$ cat config.mk
export PLATFORM = sky130hd
export DESIGN_NAME = ffp_frame_fifo
export DESIGN_NICKNAME = d
export VERILOG_FILES = /design/src/hw/ffp_pkg.sv /design/src/hw/ffp_frame_fifo.sv /design/src/hw/ffp_sync.sv
export VERILOG_INCLUDE_DIRS = /design/src /design/src/hw
export SDC_FILE = /design/constraint.sdc
export NUM_CORES = 2
export LEC_CHECK = 0
export BUFFER_PORTS_ARGS = -buffer_cell sky130_fd_sc_hd__buf_2
export CAP_MARGIN = 20
export CORE_MARGIN = 5
export CORE_UTILIZATION = 36
export DETAILED_ROUTE_END_ITERATION = 10
export GPL_ROUTABILITY_DRIVEN = 0
export GPL_TIMING_DRIVEN = 0
export SLEW_MARGIN = 5
export SYNTH_ARGS = -nofsm -noshare
export SYNTH_HDL_FRONTEND = slang
export SYNTH_SLANG_ARGS = --single-unit
$ cat constraint.sdc
create_clock -name clk_sys -period 22.8 [get_ports clk_sys]
set_input_delay 4.56 -clock clk_sys [delete_from_list [all_inputs] [get_ports clk_sys]]
set_output_delay 4.56 -clock clk_sys [all_outputs]
set_load 0.03 [all_outputs]
$ cat src/hw/ffp_params.svh
/*
  Constants of the frame FIFO port and configuration front end.
  Assumes it is included by bare name from the package and the modules.
*/
`ifndef FFP_PARAMS_SVH
`define FFP_PARAMS_SVH

// Local memory model: address bits and depth per channel.
`define FFP_MEM_AW 6
`define FFP_MEM_DEPTH 64
// Configuration register file and its offsets.
`define FFP_NUM_REGS 16
`define FFP_REG_MODE 8'h00
`define FFP_REG_ROW_LO 8'h01
`define FFP_REG_ROW_HI 8'h02
`define FFP_REG_CHAIN 8'h0C
`define FFP_REG_UPDATE 8'h3F
`define FFP_UPDATE_CODE 8'h00
`define FFP_REG_RESET 8'h00
// Field positions.
`define FFP_TWO_D_BIT 0
`define FFP_ORG_DUAL_BIT 2
`define FFP_ORG_WIDE_BIT 3
// Read-clock edges from memory access to the output port.
`define FFP_READ_LAT 8

`endif

$ cat src/hw/ffp_pkg.sv
/*
  Types of the frame FIFO port and configuration front end.
  Assumes ffp_params.svh is on the include path.
*/
package ffp_pkg;
  `include "ffp_params.svh"

  // Two-wire slave sequencer states.
  typedef enum logic [2:0] {
    I2C_IDLE = 3'b000,
    I2C_ADDR = 3'b001,
    I2C_RX = 3'b010,
    I2C_ACK = 3'b011,
    I2C_TX = 3'b100,
    I2C_MACK = 3'b101
  } ffp_i2c_state_type;

  // All pin inputs, in one bundle for the synchroniser.
  typedef struct packed {
    logic wclk_a;
    logic wclk_b;
    logic rclk;
    logic scl;
    logic sda;
    logic we_a_n;
    logic we_b_n;
    logic [1:0] ren_n;
    logic [1:0] oe_n;
    logic wload_a_n;
    logic rload_n;
    logic tsel;
    logic [11:0] din_a;
    logic [11:0] din_b;
    logic [23:0] ext_addr;
    logic [3:0] org;
    logic [6:0] slave_id;
  } ffp_pin_type;

  // One stage of the read latency pipe.
  typedef struct packed {
    logic valid;
    logic own;
    logic [11:0] data;
  } ffp_pipe_type;

  // Whole state of the front end.
  typedef struct packed {
    ffp_i2c_state_type i2c;
    logic [3:0] bitcnt;
    logic [7:0] shreg;
    logic is_read;
    logic got_index;
    logic mack;
    logic sda_oe;
    logic sda_lo;
    logic [7:0] index;
    logic [`FFP_NUM_REGS-1:0][7:0] staged;
    logic [`FFP_NUM_REGS-1:0][7:0] working;
    logic [23:0] ext_lat;
    logic [1:0][23:0] wp;
    logic [1:0][23:0] rp;
    ffp_pipe_type [1:0][`FFP_READ_LAT-1:0] pipe;
    logic [1:0][11:0] dout;
    logic [1:0] dout_oe;
  } ffp_state_type;
endpackage : ffp_pkg

$ cat src/hw/ffp_frame_fifo.sv
/*
  Port and configuration front end of a video frame FIFO memory:
  write ports, read port with latency pipe, external pointer override,
  depth-expansion slice ownership and a two-wire configuration slave.
  Assumes all pins are asynchronous to clk_sys and that pin clocks
  run well below a quarter of clk_sys.
*/
`timescale 1ns/1ps
`default_nettype none

////////////////////////////////////////////////////////////////////////
// Behaviour
// - Write: start, address with low direction bit, index; each byte acked.
// - Index advances by one after each acknowledged data byte.
// - Read returns indexed register, then next one per master ack.
// - Staged values reach working registers on zero written to 03F.
// - Cascaded single-channel device serves its 1/N slice and drives only then.
// - Chain register holds position in [3:0] and device count.
// - Write clock a edge with enable low latches data, advances pointer.
// - Dual: write clock b writes channel b; single: it is ignored.
// - Read edge with read and output enable low reads and advances.
// - Wide single widths use both halves; narrow use lower port.
// - Dual: port b is channel b's 12-bit port; bit 11 is MSB.
// - Slave only; serial clock is an input.
// - External pointer is available in single-channel only.
// - Pointer linear by default, or row and column scaled by row length.
// - External pointer captured on write clock a; selector picks target.
// - Selector low loads write pointer, high loads read pointer.
// - Four-bit organization selects width and channel count.
// - Acknowledge only a first byte matching the slave id.
// - Read data appears after eight further read edges with enable low.
module ffp_frame_fifo
  import ffp_pkg::*;
(
  input wire logic clk_sys,
  input wire logic reset_n,
  input wire logic write_clock_a,
  input wire logic write_clock_b,
  input wire logic read_clock,
  input wire logic write_enable_a_n,
  input wire logic write_enable_b_n,
  input wire logic [1:0] read_enable_n,
  input wire logic [1:0] output_enable_n,
  input wire logic write_pointer_load_a_n,
  input wire logic read_pointer_load_n,
  input wire logic override_target_select_pin,
  input wire logic [11:0] data_in_a,
  input wire logic [11:0] data_in_b,
  input wire logic [23:0] ext_pointer,
  input wire logic [3:0] organization,
  input wire logic [6:0] serial_slave_id,
  input wire logic scl,
  input wire logic sda_in,
  output logic sda_out,
  output logic sda_oe,
  output logic [1:0][11:0] data_out_port,
  output logic [1:0] data_out_oe
);
  ffp_state_type st;
  ffp_state_type next_st;
  ffp_pin_type raw;
  ffp_pin_type pin;
  ffp_pin_type rise;
  ffp_pin_type fall;
  logic [11:0] mem [2][`FFP_MEM_DEPTH];
  logic [1:0] mem_we;
  logic [1:0][`FFP_MEM_AW-1:0] mem_wa;
  logic [1:0][11:0] mem_wd;
  logic [1:0] wr_ev;
  logic [1:0] shift;
  logic [1:0] acc;
  logic [1:0][23:0] wr_addr;
  logic [1:0][23:0] rd_addr;
  logic start;
  logic stop;
  logic dual;
  logic wide;
  logic two_d;
  logic [11:0] row_len;
  logic ovr_w;
  logic ovr_r;
  logic we_own;
  logic upd;
  logic wr_byte;
  logic do_load;
  logic [7:0] rd_byte;
  logic override_target_select;
  ffp_pipe_type entry;
  logic ctl;

  //////////////////////////////////////////////////////////////////////
  // Pin synchronisation.

  // Every pin passes two flops before any logic looks at it.
  assign raw = '{wclk_a: write_clock_a, wclk_b: write_clock_b,
                 rclk: read_clock, scl: scl, sda: sda_in,
                 we_a_n: write_enable_a_n, we_b_n: write_enable_b_n,
                 ren_n: read_enable_n, oe_n: output_enable_n,
                 wload_a_n: write_pointer_load_a_n,
                 rload_n: read_pointer_load_n,
                 tsel: override_target_select_pin,
                 din_a: data_in_a, din_b: data_in_b,
                 ext_addr: ext_pointer, org: organization,
                 slave_id: serial_slave_id};

  ffp_sync #(.W($bits(ffp_pin_type))) u_sync (
    .clk_sys(clk_sys),
    .reset_n(reset_n),
    .din(raw),
    .sync(pin),
    .rise(rise),
    .fall(fall)
  );

  //////////////////////////////////////////////////////////////////////
  // Helpers.

  // Linear or row/column pointer mapping.
  function automatic logic [23:0] map_addr(input logic [23:0] a,
                                           input logic td,
                                           input logic [11:0] rl);
    logic [23:0] prod;
    prod = a[23:12] * rl;
    return td ? prod + {12'h000, a[11:0]} : a;
  endfunction : map_addr

  // True when a pointer falls in this device's slice of the chain.
  function automatic logic owns(input logic [23:0] p,
                                input logic [7:0] chain);
    logic [11:0] region;
    region = p[23:16] * chain[7:4];
    return (chain[7:4] <= 4'h1) || (region[11:8] == chain[3:0]);
  endfunction : owns

  //////////////////////////////////////////////////////////////////////
  // Configuration decode from the organization pins and the configuration registers.

  // Organization bits and the committed configuration.
  always_comb begin
    dual = pin.org[`FFP_ORG_DUAL_BIT];
    wide = !dual && pin.org[`FFP_ORG_WIDE_BIT];
    two_d = st.working[`FFP_REG_MODE][`FFP_TWO_D_BIT];
    row_len = {st.working[`FFP_REG_ROW_HI][3:0],
               st.working[`FFP_REG_ROW_LO]};
    override_target_select = pin.tsel;
    rd_byte = (st.index < 8'(`FFP_NUM_REGS)) ?
              st.staged[st.index[3:0]] : 8'h00;
  end

  //////////////////////////////////////////////////////////////////////
  // Next-state logic.

  always_comb begin
    next_st = st;
    upd = 1'b0;
    wr_byte = 1'b0;
    do_load = 1'b0;
    start = fall.sda && pin.scl;
    stop = rise.sda && pin.scl;
    ovr_w = 1'b0;
    ovr_r = 1'b0;
    we_own = 1'b0;
    mem_we = 2'b00;
    mem_wa = '0;
    mem_wd = '0;
    wr_ev = 2'b00;
    wr_addr = st.wp;
    rd_addr = st.rp;
    shift = 2'b00;
    acc = 2'b00;
    entry = '0;
    ctl = 1'b0;

    // Two-wire slave: SCL is only ever sampled, never driven.
    if (start) begin
      next_st.i2c = I2C_ADDR;
      next_st.bitcnt = 4'h0;
      next_st.sda_oe = 1'b0;
      next_st.got_index = 1'b0;
    end else if (stop) begin
      next_st.i2c = I2C_IDLE;
      next_st.sda_oe = 1'b0;
    end else begin
      case (st.i2c)
        I2C_ADDR, I2C_RX: begin
          if (rise.scl) begin
            next_st.shreg = {st.shreg[6:0], pin.sda};
            next_st.bitcnt = st.bitcnt + 4'h1;
          end else if (fall.scl && st.bitcnt == 4'h8) begin
            next_st.sda_oe = 1'b1;
            next_st.i2c = I2C_ACK;
            if (st.i2c == I2C_ADDR) begin
              next_st.is_read = st.shreg[0];
              if (st.shreg[7:1] != pin.slave_id) begin
                next_st.i2c = I2C_IDLE;
                next_st.sda_oe = 1'b0;
              end
            end else if (!st.got_index) begin
              next_st.index = st.shreg;
              next_st.got_index = 1'b1;
            end else begin
              wr_byte = 1'b1;
              next_st.index = st.index + 8'h01;
              if (st.index == `FFP_REG_UPDATE) begin
                upd = (st.shreg == `FFP_UPDATE_CODE);
              end else if (st.index < 8'(`FFP_NUM_REGS)) begin
                next_st.staged[st.index[3:0]] = st.shreg;
              end
            end
          end
        end
        I2C_ACK: begin
          if (fall.scl) begin
            next_st.bitcnt = 4'h0;
            if (st.is_read) begin
              do_load = 1'b1;
            end else begin
              next_st.sda_oe = 1'b0;
              next_st.i2c = I2C_RX;
            end
          end
        end
        I2C_TX: begin
          if (fall.scl) begin
            next_st.bitcnt = st.bitcnt + 4'h1;
            if (st.bitcnt == 4'h7) begin
              next_st.sda_oe = 1'b0;
              next_st.i2c = I2C_MACK;
            end else begin
              next_st.shreg = {st.shreg[6:0], 1'b0};
              next_st.sda_oe = !st.shreg[6];
            end
          end
        end
        I2C_MACK: begin
          if (rise.scl) begin
            next_st.mack = !pin.sda;
          end else if (fall.scl) begin
            next_st.bitcnt = 4'h0;
            if (st.mack) begin
              do_load = 1'b1;
            end else begin
              next_st.i2c = I2C_IDLE;
            end
          end
        end
        default: begin
          next_st.i2c = I2C_IDLE;
        end
      endcase
    end

    // Load the indexed register for transmit and move the index on.
    if (do_load) begin
      next_st.shreg = rd_byte;
      next_st.sda_oe = !rd_byte[7];
      next_st.index = st.index + 8'h01;
      next_st.i2c = I2C_TX;
    end

    // Update command commits every staged value at once.
    if (upd) begin
      next_st.working = st.staged;
    end

    // Write side: channel a on write clock a, channel b on b in dual.
    if (rise.wclk_a) begin
      next_st.ext_lat = pin.ext_addr;
    end
    wr_ev[0] = rise.wclk_a && !pin.we_a_n;
    wr_ev[1] = dual && rise.wclk_b && !pin.we_b_n;
    ovr_w = !dual && !override_target_select
            && !pin.wload_a_n;
    if (ovr_w) begin
      wr_addr[0] = map_addr(pin.ext_addr, two_d, row_len);
    end
    we_own = wr_ev[0] && (dual || owns(wr_addr[0],
             st.working[`FFP_REG_CHAIN]));
    for (int ch = 0; ch < 2; ch++) begin
      if (wr_ev[ch]) begin
        next_st.wp[ch] = wr_addr[ch] + 24'h000001;
      end
    end
    mem_we[0] = we_own;
    mem_wa[0] = wr_addr[0][`FFP_MEM_AW-1:0];
    mem_wd[0] = pin.din_a;
    // Upper half follows channel a when single, else its own port.
    mem_we[1] = dual ? wr_ev[1] : we_own;
    mem_wa[1] = dual ? wr_addr[1][`FFP_MEM_AW-1:0] :
                wr_addr[0][`FFP_MEM_AW-1:0];
    mem_wd[1] = (dual || wide) ? pin.din_b : 12'h000;

    // Read side: access, pointer advance and latency pipe per channel.
    ovr_r = !dual && override_target_select && !pin.rload_n;
    for (int ch = 0; ch < 2; ch++) begin
      ctl = dual && (ch == 1);
      shift[ch] = rise.rclk && !pin.ren_n[ctl];
      acc[ch] = shift[ch] && !pin.oe_n[ctl];
      if (!dual) begin
        rd_addr[ch] = ovr_r ?
          map_addr(st.ext_lat, two_d, row_len) : st.rp[0];
      end
      entry.valid = acc[ch];
      entry.own = dual || owns(rd_addr[ch],
                  st.working[`FFP_REG_CHAIN]);
      entry.data = mem[ch][rd_addr[ch][`FFP_MEM_AW-1:0]];
      if (acc[ch]) begin
        next_st.rp[ch] = rd_addr[ch] + 24'h000001;
      end
      if (shift[ch]) begin
        next_st.pipe[ch] = {st.pipe[ch][`FFP_READ_LAT-2:0], entry};
        if (st.pipe[ch][`FFP_READ_LAT-1].valid) begin
          next_st.dout[ch] = st.pipe[ch][`FFP_READ_LAT-1].data;
          next_st.dout_oe[ch] = st.pipe[ch][`FFP_READ_LAT-1].own
                                && !pin.oe_n[ctl];
        end else begin
          next_st.dout_oe[ch] = st.dout_oe[ch] && !pin.oe_n[ctl];
        end
      end else if (pin.oe_n[ctl]) begin
        next_st.dout_oe[ch] = 1'b0;
      end
    end
  end

  //////////////////////////////////////////////////////////////////////
  // Registers and memory.

  // State register.
  always_ff @(posedge clk_sys or negedge reset_n) begin
    if (!reset_n) begin
      st <= '0;
    end else begin
      st <= next_st;
    end
  end

  // One write port per 12-bit half of the memory.
  for (genvar g = 0; g < 2; g++) begin : g_mem
    always_ff @(posedge clk_sys) begin
      if (mem_we[g]) begin
        mem[g][mem_wa[g]] <= mem_wd[g];
      end
    end
  end

  // Outputs come straight from the state register.
  assign sda_out = st.sda_lo;
  assign sda_oe = st.sda_oe;
  assign data_out_port = st.dout;
  assign data_out_oe = st.dout_oe;
endmodule : ffp_frame_fifo

`default_nettype wire

$ cat src/hw/ffp_sync.sv
/*
  Two-flop synchroniser with edge detection for a bundle of pins.
  Assumes all inputs are asynchronous to clk_sys.
*/
`timescale 1ns/1ps
`default_nettype none

module ffp_sync #(
  parameter int W = 8
) (
  input wire logic clk_sys,
  input wire logic reset_n,
  input wire logic [W-1:0] din,
  output logic [W-1:0] sync,
  output logic [W-1:0] rise,
  output logic [W-1:0] fall
);
  typedef struct packed {
    logic [W-1:0] s1;
    logic [W-1:0] s2;
    logic [W-1:0] s3;
  } ffp_sync_state_type;

  ffp_sync_state_type st;
  ffp_sync_state_type next_st;

  // The first stage feeds only the second; edges compare later stages.
  always_comb begin
    next_st.s1 = din;
    next_st.s2 = st.s1;
    next_st.s3 = st.s2;
  end

  // State register.
  always_ff @(posedge clk_sys or negedge reset_n) begin
    if (!reset_n) begin
      st <= '0;
    end else begin
      st <= next_st;
    end
  end

  // Synchronised level and one-cycle edge pulses.
  assign sync = st.s2;
  assign rise = st.s2 & ~st.s3;
  assign fall = ~st.s2 & st.s3;
endmodule : ffp_sync

`default_nettype wire

==> qor.txt <==
FILL cells -> 26200
reg2reg path depth -> 40
Hold/Removal Path Class -> register to register
mean routed wirelength per cell -> 23.0 um
Post-DP HPWL -> 206 mm
main flop type after synthesis -> edfxtp_1
Max Cap Viol -> 0
Global Route Usage Sum -> 19.2%
Clock transition at path regs -> 0.06 ns
remaining antenna violation count after routing -> 0
Core Rows -> 195
setup ws final -> 8.96 ns
Die Area -> 0.295 sq mm
root buffer cell -> clkbuf_16
Pwr Density -> 90.1 mW/mm^2
Area contributors post-synth -> edfxtp_1 45%, dfrtp_1 17%, nand2_1 7.0%
die height -> 543 um
DIE WIDTH -> 543 um
worst slack at placement -> 9.03 ns
number of remaining DRC errors -> 0
drt pass-1 iters -> 7
setup TNS -> 0 ns
min-delay src -> u_sync.next_st[128]$_DFF_PN0_
drt via density -> 5.37
starting density of the core -> 36.2%
TritonCTS Buffers -> 231
Nets -> 9101
outcome -> complete, no violations
core area -> 0.283 sq mm
Final Skew -> 0.100 ns
vias in the first global route -> 68000
Slew Limit Fails -> 0
crit-path max FO -> 10
CTS tree -> done
crit path DAT -> 14.40 ns
Worst Hold Slack -> 0.326 ns
fin util -> 41.6%
register area -> 0.0630 sq mm
RSZ-0062 raised after global routing -> no
initial antenna violation count -> 8
Worst-Skew Late Latency -> 0.93 ns
Synth warnings -> 0
Peak Freq -> 72.3 MHz
Mapped Nets -> 8605
Setup Viol. Count Final -> 0
Post-Syn Instances -> 8085
CP Data Required Time -> 23.37 ns
hold depth -> 0
R2R setup slack -> 8.96 ns
Cell Area, Synth -> 0.102 sq mm
FFs w/ async S/R, synth -> 30.5%
number of flops mapped to enable cells by yosys -> 1536
Remaining Overflow, GRT -> 0
ratio of final minimum period to clock period -> 60.7%
Cell variety after synth -> 102
Leakage -> 45.9 nW
Mean Syn Cell Area -> 12.7 sq um
layout cells sized above 1 -> 14.0%
io pins -> 103
kind of critical path -> register to register
Worst slew margin -> 19.3%
CTS sink count -> 2211
post-synth top area share -> 45.1%
first-pass GRT wire length -> 433 mm
Area Growth Syn to Fin -> 14.9%
Slew @ Worst Pin -> 1.21 ns
maximum vdd drop -> 0.0672 mV
Critical path buffers and inverters -> 10
number of port buffers -> 99
Setup Buffers After CTS -> 0
Post-CTS Resized -> 0
RR Endpoint -> mem[0][350]$_DFFE_PP_
Hold EP -> u_sync.sync[55]$_DFF_PN0_
max incr delay on CP -> 1.00 ns
Synth area leader -> edfxtp_1
vias post-DR -> 67400
multi-input logic area -> 0.0359 sq mm
Yosys reg bits -> 2211
largest net degree at the start of global routing -> 121
initial drt markers -> 6929
# hold bufs at CTS -> 0
worst-case clock buffer depth -> 4
register area share after synthesis -> 61.6%
Routed WL -> 288 mm
Worst setup SP type -> register
Final Power -> 10.6 mW
crit-path leading delay family -> compound AO/OA/AOI/OAI gates
Final Critical Period -> 13.84 ns
final hold violations -> 0
H-tree levels -> 4
FF-to-FF Start -> row_len[3]$_DFFE_PN0P_
element type at the critical path end -> register
Worst path slowest cell -> o21ai_0
how the worst max path moves through the flow:
| stage | cells after the start | to | start | slack [ns] |
|---|---|---|---|---|
| after floorplan | 36 | mem[0][0]$_DFFE_PP_ | u_sync.sync[32]$_DFF_PN0_ | 12.99 |
| after global placement | 1 | data_out_port[2]$_DFFE_PN0P_ | reset_n | 2.51 |
| after detailed placement | 39 | mem[0][693]$_DFFE_PP_ | row_len[3]$_DFFE_PN0P_ | 9.03 |
| after CTS | 39 | mem[0][690]$_DFFE_PP_ | row_len[3]$_DFFE_PN0P_ | 8.88 |
| after global routing | 40 | mem[0][350]$_DFFE_PP_ | row_len[3]$_DFFE_PN0P_ | 8.36 |
| final | 40 | mem[0][350]$_DFFE_PP_ | row_len[3]$_DFFE_PN0P_ | 8.96 |
report_power, final:
group / switching, mW / internal, mW / total [mW]
Clock: 1.61 / 2.18 / 3.79
Combinational: 1.46 / 0.665 / 2.13
Sequential: 0.153 / 4.52 / 4.67
cells by family (layout without fill, tap and decap cells):
logic type | count (synthesis) | after routing | synth area share (%)
AO/OA/AOI/OAI | 788 | 788 | 5.23
XOR/XNOR | 118 | 118 | 1.01
adder cells (fa/ha/maj) | 445 | 445 | 7.31
buffers and inverters | 901 | 1596 | 3.50
flip-flops | 2211 | 2211 | 61.6
multiplexers | 476 | 476 | 7.75
other | 1 | 15 | 0.00367
AND/OR/NAND/NOR | 3145 | 3145 | 13.6
metal layers:
| metal | up-vias | global-route usage (%) | wire length [um] |
|---|---|---|---|
| met5 | - | 0 | 0 |
| met4 | 0 | 7.47 | 11600 |
| li1 | 29600 | - | - |
| met2 | 2827 | 30.8 | 134000 |
| met3 | 579 | 3.35 | 22500 |
| met1 | 34300 | 26.3 | 121000 |
state kept, by name (all words and copies together), names as in the netlist, named ones only:
signal / cells
data_out_oe: 2
data_out_port: 24
mem: 1536
row_len: 12
sda_oe: 1
st: 361
u_sync.next_st: 71
u_sync.st: 5
u_sync.sync: 71
layout make-up:
| cell class | instances | area share, % |
|---|---|---|
| repair buffers | 263 | 2.26 |
| plain buffers | 491 | 1.73 |
| clock inverters | 127 | 1.03 |
| multi-input cells | 4973 | 30.5 |
| flip-flops and latches | 2211 | 53.6 |
| inverters | 410 | 1.31 |
| diodes | 14 | 0.0298 |
| well taps | 3743 | 3.99 |
| clock buffers | 305 | 5.48 |
synth_stat cells (all sizes together), types with 8 or more instances:
cell,n
ha,190
a21o,34
a311oi,165
clkbuf,363
o31ai,16
buf,128
a211oi,56
nand2b,34
xnor2,71
a31oi,40
xor2,47
o21a,12
and3,121
o211ai,15
fa,255
nor2b,41
nor3b,9
mux4,232
inv,408
nand2,1917
nand3,358
mux2,210
nor2,260
a221oi,8
o21ai,171
dfrtp,675
nand4,19
or2,10
nor4,23
edfxtp,1536
mux2i,34
nor3,81
o22ai,11
and2,223
a21oi,178
or3,19
per-stage QoR:
step / area (sq um) / instances
2_1_floorplan: 102000 / 8085
3_3_place_gp: 107000 / 11900
3_5_place_dp: 110000 / 12100
4_1_cts: 117000 / 12500
5_1_grt: 118000 / 12500
6_report: 118000 / 12500
placed cells by master (no fill, tap or decap), types with 71 or more instances in the layout:
cell type     n
inv_1       406
nand3_1     358
clkbuf_16   237
mux2_2      210
ha_1        190
nor2_1      254
nand2_1    1914
and3_1      121
o21ai_0     145
buf_2       144
nor3_1       80
a21oi_1     164
edfxtp_1   1536
buf_4        91
fa_1        255
mux4_2      232
and2_1      220
a311oi_1    165
dfrtp_1     663
clkbuf_1    406
xnor2_1      71
No activity file was read; power rests on OpenSTA's default activity.
